**config.mk**
```make
export PLATFORM = sky130hd
export DESIGN_NAME = config_cycle_router
export DESIGN_NICKNAME = d
export VERILOG_FILES = /design/src/hdl/ccr_pkg.sv /design/src/hdl/ccr_decode_if.sv /design/src/hdl/ccr_route_decode.sv /design/src/hdl/config_cycle_router.sv
export VERILOG_INCLUDE_DIRS = /design/src /design/src/hdl
export SDC_FILE = /design/constraint.sdc
export NUM_CORES = 1
export LEC_CHECK = 0
export BUFFER_PORTS_ARGS = -buffer_cell sky130_fd_sc_hd__clkbuf_2
export CORE_AREA = 2 2 159 161
export CTS_CLUSTER_SIZE = 28
export DETAILED_ROUTE_END_ITERATION = 10
export DIE_AREA = 0 0 161 163
export PLACE_DENSITY = 0.78
export SYNTH_ARGS = -nofsm -noshare
export SYNTH_HDL_FRONTEND = slang
export SYNTH_SLANG_ARGS = --single-unit
```
**constraint.sdc**
```tcl
create_clock -name clk -period 2.27 [get_ports clk]
set_input_delay 0.1135 -clock clk [delete_from_list [all_inputs] [get_ports clk]]
set_output_delay 0.1135 -clock clk [all_outputs]
set_load 0.03 [all_outputs]
```
**src/hdl/ccr_defines.svh**
```systemverilog
`ifndef CCR_DEFINES_SVH
`define CCR_DEFINES_SVH
`define CCR_ADDR_PORT_IO    16'h0cf8
`define CCR_DATA_WIN_IO     16'h0cfc
`define CCR_ADDR_PORT_RST   32'h00000000
`define CCR_CFG_EN_BIT      31
`define CCR_RSVD_UP_MSB     30
`define CCR_RSVD_UP_LSB     24
`define CCR_BUS_MSB         23
`define CCR_BUS_LSB         16
`define CCR_DEV_MSB         15
`define CCR_DEV_LSB         11
`define CCR_FUNC_MSB        10
`define CCR_FUNC_LSB        8
`define CCR_REG_MSB         7
`define CCR_REG_LSB         2
`define CCR_TYPE1_LOW       2'h1
`define CCR_TYPE0_LOW       2'h0
`define CCR_DEV_HUB_BRIDGE  5'h00
`define CCR_DEV_GFX_BRIDGE  5'h01
`define CCR_DEV_GFX_CTRL    5'h02
`define CCR_DEV_STREAM_PORT 5'h03
`define CCR_DEV_TEST_REGS   5'h06
`define CCR_DEV_TEST_ALT    5'h07
`define CCR_PRIMARY_BUS     8'h00
`define CCR_ROOT_BUS        8'h00
`define CCR_BE_DWORD        4'hf
`endif

```
**src/hdl/ccr_pkg.sv**
```systemverilog
package ccr_pkg;
  typedef enum logic [3:0] {
    CCR_RT_NONE = 4'h1,
    CCR_RT_INT  = 4'h2,
    CCR_RT_HUB  = 4'h4,
    CCR_RT_GFX  = 4'h8
  } ccr_route_t;
  typedef enum logic [2:0] {
    CCR_ST_IDLE = 3'h1,
    CCR_ST_ISSUE = 3'h2,
    CCR_ST_WAIT = 3'h4
  } ccr_state_t;
endpackage

```
**src/hdl/ccr_decode_if.sv**
```systemverilog
`timescale 1ns/1ns
interface ccr_decode_if;
  import ccr_pkg::*;
  logic [31:0] cfgAddr;
  logic [7:0]  secBus;
  logic [7:0]  subBus;
  ccr_route_t  route;
  logic        gfxType1;
  logic [4:0]  intDev;
  logic [31:0] linkAddr;
  modport decoder (input cfgAddr, input secBus, input subBus,
                   output route, output gfxType1, output intDev,
                   output linkAddr);
  modport user (output cfgAddr, output secBus, output subBus,
                input route, input gfxType1, input intDev,
                input linkAddr);
endinterface

```
**src/hdl/ccr_route_decode.sv**
```systemverilog
`timescale 1ns/1ns
`include "ccr_defines.svh"
module ccr_route_decode
  import ccr_pkg::*;
(
  ccr_decode_if.decoder dec
);
  // ---------------------------------------------------------------
  // field split
  // ---------------------------------------------------------------
  wire [7:0] bus  = dec.cfgAddr[`CCR_BUS_MSB:`CCR_BUS_LSB];
  wire [4:0] dev  = dec.cfgAddr[`CCR_DEV_MSB:`CCR_DEV_LSB];
  wire [2:0] func = dec.cfgAddr[`CCR_FUNC_MSB:`CCR_FUNC_LSB];
  wire       enab = dec.cfgAddr[`CCR_CFG_EN_BIT];

  function automatic logic isInternal(input logic [4:0] d);
    isInternal = (d == `CCR_DEV_HUB_BRIDGE) || (d == `CCR_DEV_GFX_BRIDGE)
              || (d == `CCR_DEV_GFX_CTRL) || (d == `CCR_DEV_STREAM_PORT)
              || (d == `CCR_DEV_TEST_REGS) || (d == `CCR_DEV_TEST_ALT);
  endfunction

  // ---------------------------------------------------------------
  // route choice
  // ---------------------------------------------------------------
  wire rootBus  = (bus == `CCR_ROOT_BUS);
  wire intHit   = rootBus && isInternal(dev);
  wire gfxSec   = !rootBus && (bus == dec.secBus);
  wire gfxBelow = !rootBus && (bus > dec.secBus)
                  && (bus <= dec.subBus);

  assign dec.gfxType1 = gfxBelow;
  assign dec.intDev   = dev;
  // function-number filter applies to internal devices only
  assign dec.route = !enab ? CCR_RT_NONE :
                     intHit ? ((func != 3'h0) ? CCR_RT_NONE
                                              : CCR_RT_INT) :
                     (gfxSec || gfxBelow) ? CCR_RT_GFX :
                     CCR_RT_HUB;
  assign dec.linkAddr = {dec.cfgAddr[31:2], `CCR_TYPE1_LOW};
endmodule

```
**src/hdl/config_cycle_router.sv**
```systemverilog
// How it works
// - bus field 23:16 and device field decoded; bus zero means root bus.
// - root bus device 0 is hub bridge, device 1 graphics bridge.
// - root bus device 6 selects the test register function.
// - nonzero bus outside secondary..subordinate goes to hub link type 1.
// - hub link type 1 packet drives address bits 1:0 as 01.
// - address port bits 31:2 copied into hub packet bits 31:2.
// - graphics bridge primary bus number is fixed at zero.
// - bus equal to secondary bus gives graphics type 0 cycle.
// - type 0 device 0..15 drives one line of 16..31; above 15 none.
// - bus above secondary, up to subordinate, gives graphics type 1.
// - address port at 0cf8, written only by full dword access.
// - byte or word access there passes to hub link as plain I/O.
// - bit 31 enables configuration translation.
// - address port reads and writes, resets to zero.
// - address port holds target of the next data window access.
// - internal device accesses with nonzero function are ignored.
// - root bus with no internal device match goes to hub link.
// - each data window access with bit 31 set starts translation of stored address.
// - type 0 above device 15 selects none; master abort recorded.
`timescale 1ns/1ns
`include "ccr_defines.svh"
module config_cycle_router
  import ccr_pkg::*;
(
  input  wire logic        clk,
  input  wire logic        rst_n,
  input  wire logic        ioReq,
  input  wire logic        ioWrite,
  input  wire logic [15:0] ioAddr,
  input  wire logic [3:0]  ioByteEn,
  input  wire logic [31:0] ioWrData,
  output logic             ioDone,
  output logic [31:0]      ioRdData,
  input  wire logic [7:0]  secBusNum,
  input  wire logic [7:0]  subBusNum,
  output logic [7:0]       primaryBusNum,
  output logic             hubLinkReq,
  output logic             hubLinkCfg,
  output logic             hubLinkWrite,
  output logic [31:0]      hubLinkAddr,
  output logic [3:0]       hubLinkByteEn,
  output logic [31:0]      hubLinkWrData,
  input  wire logic        hubLinkDone,
  input  wire logic [31:0] hubLinkRdData,
  output logic             gfxCfgReq,
  output logic             gfxCfgWrite,
  output logic [31:0]      graphicsAddrDataLines,
  output logic [3:0]       gfxByteEn,
  output logic [31:0]      gfxWrData,
  input  wire logic        gfxDone,
  input  wire logic        gfxMasterAbort,
  input  wire logic [31:0] gfxRdData,
  output logic             intCfgReq,
  output logic             intCfgWrite,
  output logic [4:0]       intCfgDev,
  output logic [7:2]       intCfgReg,
  output logic [3:0]       intCfgByteEn,
  output logic [31:0]      intCfgWrData,
  input  wire logic        intCfgDone,
  input  wire logic [31:0] intCfgRdData,
  output logic             gfxMasterAbortSeen
);
  // ---------------------------------------------------------------
  // address port register and decode
  // ---------------------------------------------------------------
  logic [31:0] cfgAddr_ff;
  logic [31:0] nxt_cfgAddr;
  ccr_state_t  state_ff;
  ccr_state_t  nxt_state;
  ccr_route_t  tgt_ff;
  ccr_decode_if decBus ();

  assign decBus.cfgAddr = cfgAddr_ff;
  assign decBus.secBus  = secBusNum;
  assign decBus.subBus  = subBusNum;

  ccr_route_decode uDecode (
    .dec (decBus.decoder)
  );

  wire idle      = (state_ff == CCR_ST_IDLE);
  wire take      = idle && ioReq;
  // dword locations: the low two address bits never take part
  wire [15:0] portIo = `CCR_ADDR_PORT_IO;
  wire [15:0] winIo  = `CCR_DATA_WIN_IO;
  wire hitAddr   = (ioAddr[15:2] == portIo[15:2]);
  wire hitData   = (ioAddr[15:2] == winIo[15:2]);
  wire fullDword = (ioByteEn == `CCR_BE_DWORD);
  wire portHit   = take && hitAddr && fullDword;
  wire cfgCycle  = take && hitData && cfgAddr_ff[`CCR_CFG_EN_BIT];
  wire dropCycle = cfgCycle && (decBus.route == CCR_RT_NONE);
  wire fwdIo     = take && !portHit && !cfgCycle;
  wire [31:0] portRd = {cfgAddr_ff[`CCR_CFG_EN_BIT], 7'h00,
                        cfgAddr_ff[23:2], 2'h0};

  assign nxt_cfgAddr = (portHit && ioWrite) ?
                       {ioWrData[31], 7'h00, ioWrData[23:2], 2'h0}
                       : cfgAddr_ff;

  // ---------------------------------------------------------------
  // graphics address phase
  // ---------------------------------------------------------------
  logic [15:0] idselOneHot;
  genvar gi;
  generate
    for (gi = 0; gi < 16; gi = gi + 1) begin : gIdsel
      // device 1xxxx never matches, leaving every line low
      assign idselOneHot[gi] =
        (cfgAddr_ff[`CCR_DEV_MSB:`CCR_DEV_LSB] == 5'(gi));
    end
  endgenerate

  wire [31:0] gfxType0Addr = {idselOneHot, 5'h00,
                              cfgAddr_ff[10:2], `CCR_TYPE0_LOW};
  wire [31:0] gfxType1Addr = {8'h00, cfgAddr_ff[23:2],
                              `CCR_TYPE1_LOW};
  wire [31:0] gfxAddr = decBus.gfxType1 ? gfxType1Addr : gfxType0Addr;

  // ---------------------------------------------------------------
  // transfer sequencer
  // ---------------------------------------------------------------
  wire doneIn = (tgt_ff == CCR_RT_HUB) ? hubLinkDone :
                (tgt_ff == CCR_RT_GFX) ? gfxDone :
                (tgt_ff == CCR_RT_INT) ? intCfgDone : 1'b0;
  wire [31:0] rdIn = (tgt_ff == CCR_RT_HUB) ? hubLinkRdData :
                     (tgt_ff == CCR_RT_GFX) ? gfxRdData :
                     intCfgRdData;
  wire startXfer = (cfgCycle && !dropCycle) || fwdIo;
  wire localDone = portHit || dropCycle;

  always_comb begin
    nxt_state = state_ff;
    case (state_ff)
      CCR_ST_IDLE:  if (startXfer) nxt_state = CCR_ST_ISSUE;
      CCR_ST_ISSUE: nxt_state = CCR_ST_WAIT;
      CCR_ST_WAIT:  if (doneIn) nxt_state = CCR_ST_IDLE;
      default:      nxt_state = CCR_ST_IDLE;
    endcase
  end

  wire [3:0] nxt_tgtBits = fwdIo ? CCR_RT_HUB : decBus.route;

  always_ff @(posedge clk or negedge rst_n) begin
    if (!rst_n) begin
      cfgAddr_ff <= `CCR_ADDR_PORT_RST;
      state_ff   <= CCR_ST_IDLE;
      tgt_ff     <= CCR_RT_NONE;
    end else begin
      cfgAddr_ff <= nxt_cfgAddr;
      state_ff   <= nxt_state;
      if (take) tgt_ff <= ccr_route_t'(nxt_tgtBits);
    end
  end

  // ---------------------------------------------------------------
  // registered outputs
  // ---------------------------------------------------------------
  // request pulses last one cycle; partners answer with done later
  always_ff @(posedge clk or negedge rst_n) begin
    if (!rst_n) begin
      ioDone <= 1'b0;
      ioRdData <= 32'h00000000;
      primaryBusNum <= 8'h00;
      hubLinkReq <= 1'b0;
      hubLinkCfg <= 1'b0;
      hubLinkWrite <= 1'b0;
      hubLinkAddr <= 32'h00000000;
      hubLinkByteEn <= 4'h0;
      hubLinkWrData <= 32'h00000000;
      gfxCfgReq <= 1'b0;
      gfxCfgWrite <= 1'b0;
      graphicsAddrDataLines <= 32'h00000000;
      gfxByteEn <= 4'h0;
      gfxWrData <= 32'h00000000;
      intCfgReq <= 1'b0;
      intCfgWrite <= 1'b0;
      intCfgDev <= 5'h00;
      intCfgReg <= 6'h00;
      intCfgByteEn <= 4'h0;
      intCfgWrData <= 32'h00000000;
      gfxMasterAbortSeen <= 1'b0;
    end else begin
      primaryBusNum <= `CCR_PRIMARY_BUS;
      ioDone <= localDone || (state_ff == CCR_ST_WAIT && doneIn);
      if (portHit) ioRdData <= portRd;
      else if (dropCycle) ioRdData <= 32'hffffffff;
      else if (state_ff == CCR_ST_WAIT && doneIn) ioRdData <= rdIn;
      hubLinkReq <= take && ((cfgCycle && decBus.route == CCR_RT_HUB)
                             || fwdIo);
      gfxCfgReq <= cfgCycle && (decBus.route == CCR_RT_GFX);
      intCfgReq <= cfgCycle && (decBus.route == CCR_RT_INT);
      if (take) begin
        hubLinkCfg <= cfgCycle;
        hubLinkWrite <= ioWrite;
        hubLinkAddr <= cfgCycle ? decBus.linkAddr
                                : {16'h0000, ioAddr};
        hubLinkByteEn <= ioByteEn;
        hubLinkWrData <= ioWrData;
        gfxCfgWrite <= ioWrite;
        graphicsAddrDataLines <= gfxAddr;
        gfxByteEn <= ioByteEn;
        gfxWrData <= ioWrData;
        intCfgWrite <= ioWrite;
        intCfgDev <= decBus.intDev;
        intCfgReg <= cfgAddr_ff[`CCR_REG_MSB:`CCR_REG_LSB];
        intCfgByteEn <= ioByteEn;
        intCfgWrData <= ioWrData;
      end
      // abort is sticky; a later access must not hide it
      if (state_ff == CCR_ST_WAIT && tgt_ff == CCR_RT_GFX
          && gfxDone && gfxMasterAbort)
        gfxMasterAbortSeen <= 1'b1;
    end
  end
endmodule

```
==> impl_metrics.py <==
metrics = {
    "setup_path": {
        "crit_path_start_kind": "primary input",
        "path_class": "primary input to flip-flop",
        "critPathRequiredTime_ps": 2580,
        "critical-path-max-stage-delay_ps": 530,
        "cp_slowest_cell": "dlygate4sd3_1",
        "cp.arrival_ps": 2530,
        "endpoint_kind": "flip-flop",
        "crit_path_cell_trace": "dlygate4sd3_1 > clkbuf_2 > or3_1 > nor4_4 > buf_4 > nand3_2 > o21ai_4 > a21oi_4 > buf_12 > mux2_4",
        "worstPathMaxFanout": 8,
    },
    "timing": {
        "layout_min_cycle_time_ps": 2220,
        "finalHoldViolCount": 0,
        "maxSlewViolCount": 0,
        "max_slew_margin_pct": 49.8,
        "rsz0062_at_grt": "false",
        "clock_skew_ps": 8.74,
        "setup_tns_ps": 0,
        "finalSetupViolations": 0,
        "post-route-period-util_pct": 97.8,
        "max_freq_mhz": 451,
        "tightest_slew_ps": 753,
    },
    "hold_path": {
        "hold_class": "primary input to flip-flop",
    },
    "job": {
        "cap_violations": 0,
    },
    "synthesis": {
        "yosysWarnings": 0,
        "synth_cell_types": 55,
        "synth_most_common_cell": "nand2_1",
        "post_synth_instance_area_um2": 8680,
        "synth-seq-cells": 165,
        "ys.flop_type": "dfrtp_1",
        "avgSynthCellArea_um2": 9.01,
        "synth_area_leaders": "dfrtp_1 47%, nand2_1 11%, buf_4 8.6%, mux2_2 3.4%, mux2i_1 2.7%",
        "synthArstFlopShare_pct": 100,
        "postSynthCellCount": 964,
        "synth_commonest_cells": "263 x nand2_1, 163 x dfrtp_1, 100 x buf_4, 51 x nor2_1, 44 x o21ai_0",
        "synth_top_cell_by_area": "dfrtp_1",
        "synth_seq_area_share_pct": 47.6,
        "synth.top_cell.area_share_pct": 47.0,
        "synth_edf_count": 0,
    },
    "global_route": {
        "grt_max_degree": 77,
        "antenna_found_initial": 1,
        "grt_overflow": 0,
        "grt_usage_pct": 22.5,
        "grt_pass1_vias": 8228,
        "grt_first_pass_wirelength_mm": 45.6,
    },
    "clock_network": {
        "clock-sinks": 165,
        "cts_tree": "yes",
        "root_buffer": "clkbuf_16",
        "cts_buffers": 17,
        "clk-insertion-delay-late_ps": 420,
        "clk_path_buf_depth": 2,
        "clk_pin_slew_ps": 70,
        "ctsHtreeMaxLevel": 4,
    },
    "die": {
        "num_rows": 58,
        "die_y_um": 163,
        "core_um2": 24700,
        "die_x_um": 161,
        "start_util_pct": 35.2,
        "die-area_um2": 26200,
        "pin_count": 404,
    },
    "drt": {
        "drc": 0,
        "drt_wl_total_mm": 29.8,
        "firstDrtPassIters": 5,
        "avgViaCountPerCell": 4.93,
        "postRouteAntennaNets": 0,
        "wire_per_inst_um": 17.7,
        "vias": 8331,
        "drt_iter0_markers": 585,
    },
    "place": {
        "dp.cells": 1595,
        "gp_congestion": 0.890,
        "hpwl_mm": 22.1,
        "portBuffers": 387,
    },
    "cells_and_area": {
        "fillers": 2297,
        "multiInputGateArea_um2": 3570,
        "fin_util_pct": 48.2,
        "area_delta_synth_final_pct": 37.0,
        "final-instance-count-excl-fill": 1689,
        "final_layout_size_suffix_gt1_share_pct": 40.0,
        "nets": 1533,
        "seq_area_um2": 4140,
    },
    "power": {
        "peakVddDrop_v": 0.000393,
        "p_leak_nw": 6.83,
        "power_mw": 6.32,
        "power_density_nw_per_um2": 532,
    },
    "outcome": {
        "status": "complete, no violations",
    },
}
-- cell usage in the layout, fill, tap and decap left out, drive strengths merged, types with 7 or more instances in the layout --
cell type and n:
a21oi 22, a22o 7, a31o 8, a31oi 33, a32o 9, buf 61
clkbuf 403, conb 16, dfrtp 163, dlygate4sd3 52, ha 16, inv 48
mux2 32, mux2i 23, nand2 263, nand3 15, nand4 7, nor2 51
o21ai 46, o22ai 23
-- per-layer routing --
metal | track usage [%] | part of all wire, %
met1 | 26.4 | 39
met2 | 40.0 | 51
met3 | 5.81 | 7.1
met4 | 8.16 | 2.7
met5 | 0 | 0
-- layout make-up --
class	count	share of cell area, %
sequential	165	34.8
multi-input combinational	621	30.0
timing repair buffer	499	25.4
clock buffer	17	3.58
tap	330	3.47
clock inverter	15	1.39
inverter	41	1.29
antenna	1	0.0210
-- state kept, by name, indices dropped and copies added, names as in the netlist --
signal / count
ioRdData: 32
cfgAddr_ff: 23
ioDone: 1
hubLinkCfg: 1
state_ff: 3
intCfgByteEn: 4
tgt_ff: 4
intCfgWrite: 1
hubLinkAddr: 24
graphicsAddrDataLines: 26
intCfgReq: 1
gfxMasterAbortSeen: 1
intCfgWrData: 32
hubLinkReq: 1
intCfgReg: 5
gfxCfgReq: 1
intCfgDev: 5
-- power by group --
part	total [mW]	switching, mW	internal (mW)
sequential	2.94	0	2.94
clock	2.94	1.38	1.57
combinational	0.441	0.229	0.213
-- worst max-delay path: cells and delay by family --
family                 cells  cell delay, ps
buffers and inverters      4            1010
and+or+nand+nor            3             830
AOI/OAI and AO/OA          2             290
muxes                      1             290
-- path summary, 6_finish.rpt --
path | from | slack (ps) | cells past startpoint | to
setup / recovery | ioAddr[14] | 50 | 10 | ioRdData[28]
hold / removal | ioAddr[13] | 30 | 3 | hubLinkAddr[13]
setup reg to reg | cfgAddr_ff[21] | 100 | 8 | graphicsAddrDataLines[18]
hold reg to reg | hubLinkAddr[1] | 480 | 2 | hubLinkAddr[1]
max in group asynchronous | rst_n | 1270 | 3 | cfgAddr_ff[17]
min in group asynchronous | rst_n | 220 | 2 | hubLinkAddr[21]
-- cell families (layout without fill, tap and decap cells) --
family | count (synthesis) | in the layout | share of synthesized area [%]
buffers and inverters | 193 | 572 | 12.9
AO/OA/AOI/OAI | 159 | 159 | 11.6
multiplexers | 55 | 55 | 7.06
AND/OR/NAND/NOR | 375 | 375 | 18.5
adder cells (fa/ha/maj) | 16 | 16 | 2.31
flip-flops | 165 | 165 | 47.6
other | 1 | 17 | 0.0432
-- stage by stage --
step                      setup slack (ps)  hold slack, ps  instance area [um^2]
after floorplan                        133            -182                  8740
after global placement                47.7             117                 10600
after detailed placement              20.8             121                 10600
after CTS                             4.35            10.5                 11700
after global routing                  2.78            39.9                 11900
final                                 50.4            32.0                 11900
-- what timing repair did --
item,4_1_cts,5_1_grt
endpoints found under the hold margin,120,0
hold buffers,52,0
setup endpoints to repair,1,73
pin swaps,1,4
setup buffers,0,9
gates resized for setup,0,17
Power figures use the tool's default switching activity.
